### src/rtl/playback_pkg.sv
// shared constants for the playback command decoder and its host end
// assumes a 50 MHz clock on both ends
package playback_pkg;
  localparam int CLK_HZ = 50000000;
  localparam int NCH = 4;
  localparam int PHRASE_W = 10;
  localparam logic [3:0] OP_POWER_DOWN = 4'h2;
  localparam logic [3:0] OP_PHRASE_SELECT = 4'h3;
  localparam logic [3:0] OP_DIRECT_PHRASE = 4'h4;
  localparam logic [3:0] OP_LAUNCH = 4'h5;
  localparam logic [3:0] OP_HALT = 4'h6;
  localparam logic [3:0] OP_SILENCE_INSERT = 4'h7;
  localparam logic [3:0] OP_LOOP_SET = 4'h8;
  localparam logic [3:0] OP_LOOP_RELEASE = 4'h9;
  localparam int SILENCE_STEP_US = 4000;
  localparam int SILENCE_STEP_CYC = SILENCE_STEP_US * (CLK_HZ / 1000000);
  localparam logic [7:0] SILENCE_CODE_MIN = 8'h04;
  localparam int POWER_DOWN_PROC_TIME_US = 10;
  localparam int POWER_DOWN_PROC_CYC =
    POWER_DOWN_PROC_TIME_US * (CLK_HZ / 1000000);
  localparam int BUSY_LOW_TIME_HALT_US = 20;
  localparam int BUSY_LOW_HALT_CYC =
    BUSY_LOW_TIME_HALT_US * (CLK_HZ / 1000000);
  localparam int PHRASE_LEN_CYC = 5000;
  localparam int CNT_W = 24;
endpackage

### src/rtl/playback_link_if.sv
// byte link between host and command decoder, plus per-channel flags
// assumes both ends share REF_CLK
`timescale 1ns/10ps
interface playback_link_if;
  logic [7:0] cmd_byte;
  logic cmd_valid;
  logic [3:0] cmd_ready_flag;
  logic [3:0] channel_busy_n;
  logic powered_down;
  modport device (input cmd_byte, input cmd_valid, output cmd_ready_flag,
    output channel_busy_n, output powered_down);
  modport host (output cmd_byte, output cmd_valid, input cmd_ready_flag,
    input channel_busy_n, input powered_down);
endinterface

### src/rtl/playback_command_decoder.sv
// device end: decodes host command bytes and runs four channel sequencers
// assumes byte strobes and flags on REF_CLK; the host keeps its own rules
// Overview of operation
// - power-down ignored while any channel busy
// - power-down resets settings, then stops clock
// - phrase select: opcode, phrase hi, channel; lo
// - phrase select stores phrase, needs ready flag
// - host uses phrase numbers 0 to 1023
// - direct direct_phrase_cmd starts phrase at once
// - launch plays stored phrase on masked channels
// - zero channel mask commands are discarded
// - halt stops channel, ready and busy high
// - halt accepted regardless of ready flag
// - host waits busy-low time after halt
// - host repeats halt if busy stays low
// - silence: mask byte then duration code byte
// - gap lasts (code plus one) times 4 ms; for codes above 82 the 24-bit count wraps
// - host never programs silence code below 04
// - silence gaps never loop
// - loop set replays phrase until released
// - loop replays the phrase alone; a gap ending clears loop
// - loop release accepted regardless of ready
// - loop release drives ready flag high
`timescale 1ns/10ps
module playback_command_decoder
#(
  parameter int PHRASE_CYC = playback_pkg::PHRASE_LEN_CYC,
  parameter int SILENCE_CYC = playback_pkg::SILENCE_STEP_CYC,
  parameter int PD_CYC = playback_pkg::POWER_DOWN_PROC_CYC
) (
  input wire logic REF_CLK,
  input wire logic RST,
  input wire logic CE,
  playback_link_if.device LINK,
  output logic OSC_RUN,
  output logic [4*playback_pkg::PHRASE_W-1:0] DIRECT_PHRASE_CMD_PHRASE,
  output logic [3:0] PLAYING
);
  import playback_pkg::*;

  typedef enum logic [1:0] {CH_IDLE, CH_DIRECT_PHRASE_CMD, CH_SILENCE} ch_state_t;
  typedef enum logic [1:0] {D_FIRST, D_SECOND, D_POWER_DOWN_CMD, D_OFF} dec_state_t;

  ////////////////////////////////////////////////////////////////////////
  // command byte gathering

  function automatic logic two_byte(input logic [3:0] op);
    return op == OP_PHRASE_SELECT || op == OP_DIRECT_PHRASE ||
      op == OP_SILENCE_INSERT;
  endfunction

  dec_state_t dec_reg, dec_next;
  logic [7:0] first_reg, first_next;
  logic [CNT_W-1:0] pd_cnt_reg, pd_cnt_next;
  logic exec;
  logic [7:0] b1, b2;
  logic osc_reg, osc_next;

  ch_state_t st_reg [NCH], st_next [NCH];
  logic [PHRASE_W-1:0] phr_reg [NCH], phr_next [NCH];
  logic [3:0] loop_reg, loop_next;
  logic [CNT_W-1:0] cnt_reg [NCH], cnt_next [NCH];
  logic [3:0] rdy_reg, rdy_next, bsy_n_reg, bsy_n_next;
  logic [NCH*PHRASE_W-1:0] pp_reg, pp_next;
  logic [3:0] direct_phrase_cmd_reg, direct_phrase_cmd_next;

  always_comb begin
    dec_next = dec_reg;
    first_next = first_reg;
    pd_cnt_next = pd_cnt_reg;
    osc_next = osc_reg;
    exec = 1'b0;
    b1 = first_reg;
    b2 = LINK.cmd_byte;
    unique case (dec_reg)
      D_FIRST: begin
        if (LINK.cmd_valid) begin
          b1 = LINK.cmd_byte;
          if (two_byte(LINK.cmd_byte[7:4])) begin
            first_next = LINK.cmd_byte;
            dec_next = D_SECOND;
          end else if (LINK.cmd_byte[7:4] == OP_POWER_DOWN) begin
            if (&bsy_n_reg) begin
              dec_next = D_POWER_DOWN_CMD;
              pd_cnt_next = '0;
            end
          end else begin
            exec = 1'b1;
          end
        end
      end
      D_SECOND: begin
        if (LINK.cmd_valid) begin
          exec = 1'b1;
          dec_next = D_FIRST;
        end
      end
      D_POWER_DOWN_CMD: begin
        if (pd_cnt_reg == CNT_W'(PD_CYC - 1)) begin
          dec_next = D_OFF;
          osc_next = 1'b0;
        end else begin
          pd_cnt_next = pd_cnt_reg + 1'b1;
        end
      end
      D_OFF: begin
        // clock stays halted until the next chip reset
      end
    endcase
  end

  always_ff @(posedge REF_CLK) begin
    if (RST) begin
      dec_reg <= D_FIRST;
      first_reg <= 8'h00;
      pd_cnt_reg <= '0;
      osc_reg <= 1'b1;
    end else if (CE) begin
      dec_reg <= dec_next;
      first_reg <= first_next;
      pd_cnt_reg <= pd_cnt_next;
      osc_reg <= osc_next;
    end
  end

  ////////////////////////////////////////////////////////////////////////
  // per-channel sequencers

  logic [3:0] mask;
  logic [3:0] op;
  logic [1:0] code;
  logic [PHRASE_W-1:0] phrase_in;
  assign op = b1[7:4];
  assign mask = b1[3:0];
  assign code = b1[1:0];
  assign phrase_in = {b1[3:2], b2};

  always_comb begin
    loop_next = loop_reg;
    rdy_next = rdy_reg;
    bsy_n_next = bsy_n_reg;
    direct_phrase_cmd_next = direct_phrase_cmd_reg;
    for (int i = 0; i < NCH; i++) begin
      st_next[i] = st_reg[i];
      phr_next[i] = phr_reg[i];
      cnt_next[i] = cnt_reg[i];
      // end of a phrase or gap
      if (st_reg[i] != CH_IDLE) begin
        if (cnt_reg[i] == '0) begin
          // a gap never reloads, so loop mode only replays phrases
          if (st_reg[i] == CH_DIRECT_PHRASE_CMD && loop_reg[i]) begin
            cnt_next[i] = CNT_W'(PHRASE_CYC - 1);
          end else begin
            st_next[i] = CH_IDLE;
            rdy_next[i] = 1'b1;
            bsy_n_next[i] = 1'b1;
            loop_next[i] = 1'b0;
          end
        end else begin
          cnt_next[i] = cnt_reg[i] - 1'b1;
        end
      end
      if (exec) begin
        unique case (op)
          OP_PHRASE_SELECT:
            if (code == 2'(i) && rdy_reg[i]) phr_next[i] = phrase_in;
          OP_DIRECT_PHRASE:
            if (code == 2'(i) && rdy_reg[i]) begin
              phr_next[i] = phrase_in;
              st_next[i] = CH_DIRECT_PHRASE_CMD;
              cnt_next[i] = CNT_W'(PHRASE_CYC - 1);
              rdy_next[i] = 1'b0;
              bsy_n_next[i] = 1'b0;
            end
          // a zero mask selects no channel, so nothing changes
          OP_LAUNCH:
            if (mask[i] && rdy_reg[i]) begin
              st_next[i] = CH_DIRECT_PHRASE_CMD;
              cnt_next[i] = CNT_W'(PHRASE_CYC - 1);
              rdy_next[i] = 1'b0;
              bsy_n_next[i] = 1'b0;
            end
          OP_HALT:
            if (mask[i]) begin
              st_next[i] = CH_IDLE;
              loop_next[i] = 1'b0;
              rdy_next[i] = 1'b1;
              bsy_n_next[i] = 1'b1;
            end
          OP_SILENCE_INSERT:
            if (mask[i] && rdy_reg[i]) begin
              st_next[i] = CH_SILENCE;
              cnt_next[i] = CNT_W'(({16'h0000, b2} + 24'h000001) *
                CNT_W'(SILENCE_CYC) - 1);
              rdy_next[i] = 1'b0;
              bsy_n_next[i] = 1'b0;
            end
          OP_LOOP_SET:
            if (mask[i] && rdy_reg[i]) loop_next[i] = 1'b1;
          OP_LOOP_RELEASE:
            if (mask[i]) begin
              loop_next[i] = 1'b0;
              rdy_next[i] = 1'b1;
            end
          default: begin
          end
        endcase
      end
      pp_next[i*PHRASE_W +: PHRASE_W] = phr_next[i];
      direct_phrase_cmd_next[i] = st_next[i] == CH_DIRECT_PHRASE_CMD;
    end
  end

  always_ff @(posedge REF_CLK) begin
    if (RST || (CE && dec_next == D_POWER_DOWN_CMD && dec_reg == D_FIRST)) begin
      // power-down returns every channel setting to its default
      for (int i = 0; i < NCH; i++) begin
        st_reg[i] <= CH_IDLE;
        phr_reg[i] <= '0;
        cnt_reg[i] <= '0;
      end
      loop_reg <= 4'h0;
      rdy_reg <= 4'hf;
      bsy_n_reg <= 4'hf;
      pp_reg <= '0;
      direct_phrase_cmd_reg <= 4'h0;
    end else if (CE) begin
      for (int i = 0; i < NCH; i++) begin
        st_reg[i] <= st_next[i];
        phr_reg[i] <= phr_next[i];
        cnt_reg[i] <= cnt_next[i];
      end
      loop_reg <= loop_next;
      rdy_reg <= rdy_next;
      bsy_n_reg <= bsy_n_next;
      pp_reg <= pp_next;
      direct_phrase_cmd_reg <= direct_phrase_cmd_next;
    end
  end

  assign LINK.cmd_ready_flag = rdy_reg;
  assign LINK.channel_busy_n = bsy_n_reg;
  assign LINK.powered_down = ~osc_reg;
  assign OSC_RUN = osc_reg;
  assign DIRECT_PHRASE_CMD_PHRASE = pp_reg;
  assign PLAYING = direct_phrase_cmd_reg;
endmodule

### src/flat_wrapper.sv
// flat-port wrapper written by rule: the top's interface ports become plain ports
module playback_command_decoder_flat import playback_pkg::*;
#(
  parameter int PHRASE_CYC = playback_pkg::PHRASE_LEN_CYC,
  parameter int SILENCE_CYC = playback_pkg::SILENCE_STEP_CYC,
  parameter int PD_CYC = playback_pkg::POWER_DOWN_PROC_CYC
)
  (REF_CLK, RST, CE, OSC_RUN, DIRECT_PHRASE_CMD_PHRASE, PLAYING, LINK_cmd_byte, LINK_cmd_valid, LINK_cmd_ready_flag, LINK_channel_busy_n, LINK_powered_down);
  playback_link_if LINK_i ();
  input wire logic REF_CLK;
  input wire logic RST;
  input wire logic CE;
  output logic OSC_RUN;
  output logic [4*playback_pkg::PHRASE_W-1:0] DIRECT_PHRASE_CMD_PHRASE;
  output logic [3:0] PLAYING;
  input wire logic [$bits(LINK_i.cmd_byte)-1:0] LINK_cmd_byte;
  input wire logic [$bits(LINK_i.cmd_valid)-1:0] LINK_cmd_valid;
  output wire logic [$bits(LINK_i.cmd_ready_flag)-1:0] LINK_cmd_ready_flag;
  output wire logic [$bits(LINK_i.channel_busy_n)-1:0] LINK_channel_busy_n;
  output wire logic [$bits(LINK_i.powered_down)-1:0] LINK_powered_down;
  assign LINK_i.cmd_byte = LINK_cmd_byte;
  assign LINK_i.cmd_valid = LINK_cmd_valid;
  assign LINK_cmd_ready_flag = LINK_i.cmd_ready_flag;
  assign LINK_channel_busy_n = LINK_i.channel_busy_n;
  assign LINK_powered_down = LINK_i.powered_down;
  playback_command_decoder #(.PHRASE_CYC(PHRASE_CYC), .SILENCE_CYC(SILENCE_CYC), .PD_CYC(PD_CYC)) u_core (.REF_CLK(REF_CLK), .RST(RST), .CE(CE), .LINK(LINK_i), .OSC_RUN(OSC_RUN), .DIRECT_PHRASE_CMD_PHRASE(DIRECT_PHRASE_CMD_PHRASE), .PLAYING(PLAYING));
endmodule
### config.mk
export PLATFORM = sky130hd
export DESIGN_NAME = playback_command_decoder_flat
export DESIGN_NICKNAME = d
export VERILOG_FILES = /design/src/rtl/playback_pkg.sv /design/src/rtl/playback_link_if.sv /design/src/rtl/playback_command_decoder.sv /design/src/flat_wrapper.sv
export SDC_FILE = /design/constraint.sdc
export NUM_CORES = 1
export LEC_CHECK = 0
export ABC_AREA = 1
export BUFFER_PORTS_ARGS = -buffer_cell sky130_fd_sc_hd__buf_2
export CAP_MARGIN = 20
export CORE_MARGIN = 4
export CORE_UTILIZATION = 50
export CTS_BUF_LIST = sky130_fd_sc_hd__clkbuf_16
export DETAILED_ROUTE_END_ITERATION = 12
export PLACE_DENSITY = 0.71
export SYNTH_ARGS = -nofsm -noshare
export SYNTH_HDL_FRONTEND = slang
export SYNTH_SLANG_ARGS = --single-unit
### constraint.sdc
create_clock -name REF_CLK -period 5.8 [get_ports REF_CLK]
set_clock_uncertainty 0.2 [all_clocks]
set_input_delay 0.58 -clock REF_CLK [delete_from_list [all_inputs] [get_ports REF_CLK]]
set_output_delay 0.58 -clock REF_CLK [all_outputs]
set_load 0.05 [all_outputs]
## After elaboration in Yosys (flattened, before gate mapping)

Memories as Yosys holds them, arrays and structs flattened.
Cells that the tools add are included.
W data, S select, Z words.

- Add/subtract/negate cells: 7
- Multiply operators: 1
- Eq/ne operators: 31
- Multiplexer cells: 209
- Bitwise gates (word level): 13
- Reduce and logical (&&, ||, !) cells: 35

Operators with widths:

| operator | count |
|---|---|
| $mux W24 | 37 |
| $pmux W24 S3 | 4 |
| $mux W10 | 16 |
| $sub A24 B1 Y24 const B | 5 |
| $logic_not A24 Y1 | 4 |
| $mux W1 | 89 |
| $mux W2 | 42 |
| $pmux W24 S2 | 1 |
| $mul A32 B12 Y18 const B | 1 |
| $pmux W2 S4 | 4 |
| $add A24 B1 Y24 const B | 1 |
| $eq A24 B9 Y1 const B | 1 |
| $eq A4 B3 Y1 const B | 6 |
| $pmux W1 S3 | 8 |
| $eq A2 B1 Y1 const B | 10 |
| $mux W8 | 2 |
| $logic_and A1 B1 Y1 | 14 |
| $eq A4 B2 Y1 const B | 3 |
| $or A1 B1 Y1 | 12 |
| $pmux W1 S2 | 5 |
| $reduce_bool A2 Y1 | 5 |
| $add A8 B1 Y9 const B | 1 |
| $eq A2 B2 Y1 const B | 4 |
| $eq A4 B4 Y1 const B | 2 |
| other kinds (10) | 19 |

- Flip-flop bits (word level): 91
- Bits in writable memories: 144
- Input bits: 12
- Output and inout bits: 54
- Logic and storage cells: 308
- Memories: 3

Memory list:

| name | depth | bits a word | rd ports | clocked after memory_dff | wr ports | RTL line | RTL |
|---|---|---|---|---|---|---|---|
| u_core.cnt_reg | 4 | 24 | 4 | 0 | 4 | playback_command_decoder.sv:62 | `logic [CNT_W-1:0] cnt_reg [NCH], cnt_next [NCH];` |
| u_core.phr_reg | 4 | 10 | 4 | 0 | 4 | playback_command_decoder.sv:60 | `logic [PHRASE_W-1:0] phr_reg [NCH], phr_next [NCH];` |
| u_core.st_reg | 4 | 2 | 4 | 0 | 4 | playback_command_decoder.sv:59 | `ch_state_t st_reg [NCH], st_next [NCH];` |

## Longest topological paths before layout

- Depth after elaboration: 13
- Gate-level depth with buffers: 32
- Gate-level depth less buffers: 32

## Worst setup path before layout

No wires, ideal clock.

- Path type: input to register
- From: input port CE
- To: memory u_core.cnt_reg[0][0], enable pin
- Library setup time: 1367 ps
- Arrival time: 3754 ps
- Data required time: 4233 ps
- Slack: 479 ps
- Stages on the path: 3
- Buffers on the path: 1
- Cell sequence: clkbuf_1 -> nor2_1 -> clkinv_1

RTL lines:

| what | RTL line | RTL |
|---|---|---|
| start, declared | flat_wrapper.sv:12 | `input wire logic CE;` |
| end, declared | playback_command_decoder.sv:62 |  |

==> impl_metrics.json <==
{
  "cp-start-kind": "input pin",
  "fin_setup_tns_ns": 0,
  "cp.arrival_ns": 5.40,
  "total_power_w": 0.00534,
  "cpLargestDelayFamily": "adder cells",
  "die_h_um": 192,
  "fin_crit_ns": 5.19,
  "maxCapViolCount": 0,
  "power.switching_w": 0.00203,
  "ys_types": 54,
  "ant_nets": 0,
  "max-clock-path-buffers": 3,
  "grt_use_total_pct": 27.1,
  "first_pass_iters": 6,
  "seqPwrFrac_pct": 36.8,
  "grt_max_degree": 77,
  "drc": 0,
  "grt_first_pass_wirelength_mm": 80.9,
  "port-buffer-count": 65,
  "combPwrFrac_pct": 32.7,
  "critPathKind": "input pin to register",
  "die-area_um2": 36700,
  "nFillCells": 3293,
  "critPathSlowestCell": "xor2_1",
  "cts_root_buf": "clkbuf_16",
  "holdCritStartpoint": "CE",
  "power_frac_clock_pct": 30.5,
  "synth_edf_count": 144,
  "syn-mean-instance-area_um2": 7.09,
  "core_region_area_um2": 32900,
  "antenna_found_initial": 1,
  "final_common_cell": "nand2_1",
  "rr_endpoint": "u_core.cnt_reg[0][77]",
  "yosys_warnings": 0,
  "numCtsBuffers": 27,
  "synth_adder_area_share_pct": 6.18,
  "post_cts_buffers": 0,
  "r2r_setup_slack_ns": 2.28,
  "cts_hold_buffers": 0,
  "leakage_nw": 8.54,
  "synth_compound_area_share_pct": 11.6,
  "required_ns": 6.00,
  "multi_input_area_um2": 9320,
  "clock_sinks": 235,
  "synth_top_family_by_area": "simple AND/OR/NAND/NOR gates",
  "wire_per_inst_um": 17.4,
  "hold_violations": 0,
  "area_growth_pct": 9.87,
  "p_sw_share_pct": 38.1,
  "seqCellArea_um2": 6150,
  "drive_gt1_share_pct": 8.18,
  "die_w_um": 192,
  "synth-seq-area-share_pct": 36.5,
  "holdPathEnd": "u_core.dec_reg[0]",
  "path_max_fanout": 7,
  "syn_area_um2": 16900,
  "worstMarginPinSlew_ns": 0.909,
  "num_vias": 16299,
  "grt_pass1_vias": 15317,
  "synth-main-ff-cell": "edfxtp_1",
  "max_freq_ghz": 0.193,
  "synthXorXnorAreaFrac_pct": 4.00,
  "p_per_area_nw_per_um2": 288,
  "hpwlAfterDp_mm": 37.0,
  "tritoncts": "done",
  "htree_levels": 1,
  "syn-num-nets": 2461,
  "muxShareOfSynthArea_pct": 0,
  "critPathBufInv": 4,
  "r2r_cells": 10,
  "rsz0062_at_grt": "false",
  "fin_crit_sh_pct": 89.6,
  "drt-initial-drc-count": 1487,
  "slew_viol_final": 0,
  "row_count": 66,
  "path_clk_slew_ns": 0.06,
  "cp_cell_sequence": "buf_2, buf_4, ha_1, nand3_1, nor2_1, xor2_1, ha_1, ha_1, fa_1, inv_1, fa_1, inv_1, ha_1, nand2_1, nor2_1, nand2_1, nand4_1, nand2_1, nor2_1, nand2_1, xor2_1, nand2_1, a21oi_1",
  "p_int_w": 0.00331,
  "io_pins": 66,
  "viasPerCell": 5.62,
  "fin_nets": 2521,
  "setup_viol": 0,
  "clock_latency_ns": 0.57,
  "ys_seq_elements": 235,
  "syn_inst": 2376,
  "diodes": 0,
  "final_cell_mix": "nand2_1 (609), nor2_1 (278), inv_1 (272), nand3_1 (212), a21oi_1 (160)",
  "slew_headroom_pct": 39.0,
  "gr-total-overflow": 0,
  "cts-resized-gates": 0,
  "timing.critical_path.mode_cell": "nand2_1",
  "synth-simple-area-share_pct": 33.4,
  "status": "completed",
  "start_util_pct": 51.3,
  "cp-end-kind": "register",
  "drt_wl_total_mm": 50.3,
  "vdd_drop_max_mv": 0.251,
  "globalplace.congestion": 0.985,
  "largest_register_ffs": 96,
  "synthArstFlopShare_pct": 0,
  "hold_depth": 3,
  "hold_path.class": "input pin to register",
  "crit_start": "LINK_cmd_byte[0]",
  "reg2reg_from": "u_core.dec_reg[1]",
  "cpPeakStageDelay_ns": 0.62
}
[power by group through the flow]
stage	Combinational, W	Clock, W	Sequential [W]
after floorplan	0.00111	0	0.00203
after global placement	0.00169	0	0.00200
after detailed placement	0.00171	0	0.00200
after CTS	0.00171	0.00165	0.00196
after global routing	0.00193	0.00172	0.00198
final	0.00174	0.00163	0.00197
[worst reg2reg max path, cell delays in order (launching register included)]
cell,delay (ns)
dfxtp_1,0.36
nor2_4,0.18
nand2_4,0.18
o21ai_2,0.29
nand2_4,0.15
nor2_2,0.48
nand2_1,0.23
nand2_1,0.12
nand2_1,0.51
o21ai_1,0.49
a21oi_1,0.07
[worst max-delay path by stage]
stage / endpoint / slack [ns] / cells after the start
floorplan: u_core.cnt_reg[0][0] / 0.48 / 3
global placement: u_core.cnt_reg[0][46] / 0.15 / 25
detailed placement: u_core.cnt_reg[0][46] / 0.11 / 24
CTS: u_core.cnt_reg[0][18] / 0.68 / 23
global route: u_core.cnt_reg[0][70] / 0.20 / 31
finish: u_core.cnt_reg[0][18] / 0.61 / 23
[synthesized netlist by cell type, drive strengths merged, types with 2 or more instances]
master,count,area [um2]
or2,49,307
xor2,59,517
o22ai,2,18.8
nand4,39,244
a31oi,8,50.1
nand2,618,2370
a21oi,160,801
clkbuf,34,128
clkinv,8,31.3
dfxtp,91,1820
nor4,19,119
o31ai,5,37.5
ha,56,701
nand3b,8,60.1
edfxtp,144,4320
and3,4,25.0
o21bai,7,52.6
o211ai,41,308
and2,3,18.8
a211oi,2,15.0
fa,17,340
inv,283,1070
nand3,213,1070
nor3,48,257
a22oi,4,30.0
o21ai,109,602
nor2,290,1150
xnor2,18,158
buf,30,179
[area by class of cell]
class	instances	area share [%]
Tap cell	442	2.99
Timing Repair Buffer	95	3.11
Clock buffer	27	3.65
Clock inverter	22	0.790
Multi-Input combinational cell	1786	50.3
Sequential cell	235	33.2
Inverter	291	5.96
[routing by layer]
layer	wire, um	part of all wire, %	GRT usage, %	vias up
met5	0	0	0	-
met3	3920	7.8	4.31	130
li1	-	-	-	7979
met1	21900	44	37.3	7527
met4	1840	3.7	8.92	0
met2	22600	45	43.8	663
[metrics by stage]
step	cell area, um2	cells	utilization [%]	hold slack (ns)	worst slack [ns]
3_5_place_dp	17700	2846	53.7	0.235	0.115
4_1_cts	18500	2895	56.2	0.134	0.685
5_1_grt	18500	2898	56.3	0.162	0.203
3_3_place_gp	17700	2846	53.7	0.233	0.152
2_1_floorplan	16900	2376	-	0.219	0.479
6_report	18500	2898	56.3	0.153	0.606
[cell families after synthesis]
group / Yosys count
flops: 235
compound gates: 343
xor+xnor: 77
simple gates: 1293
fa+ha+maj: 73
buf+inv: 355
Note: power is estimated with default switching activity, not from simulation.
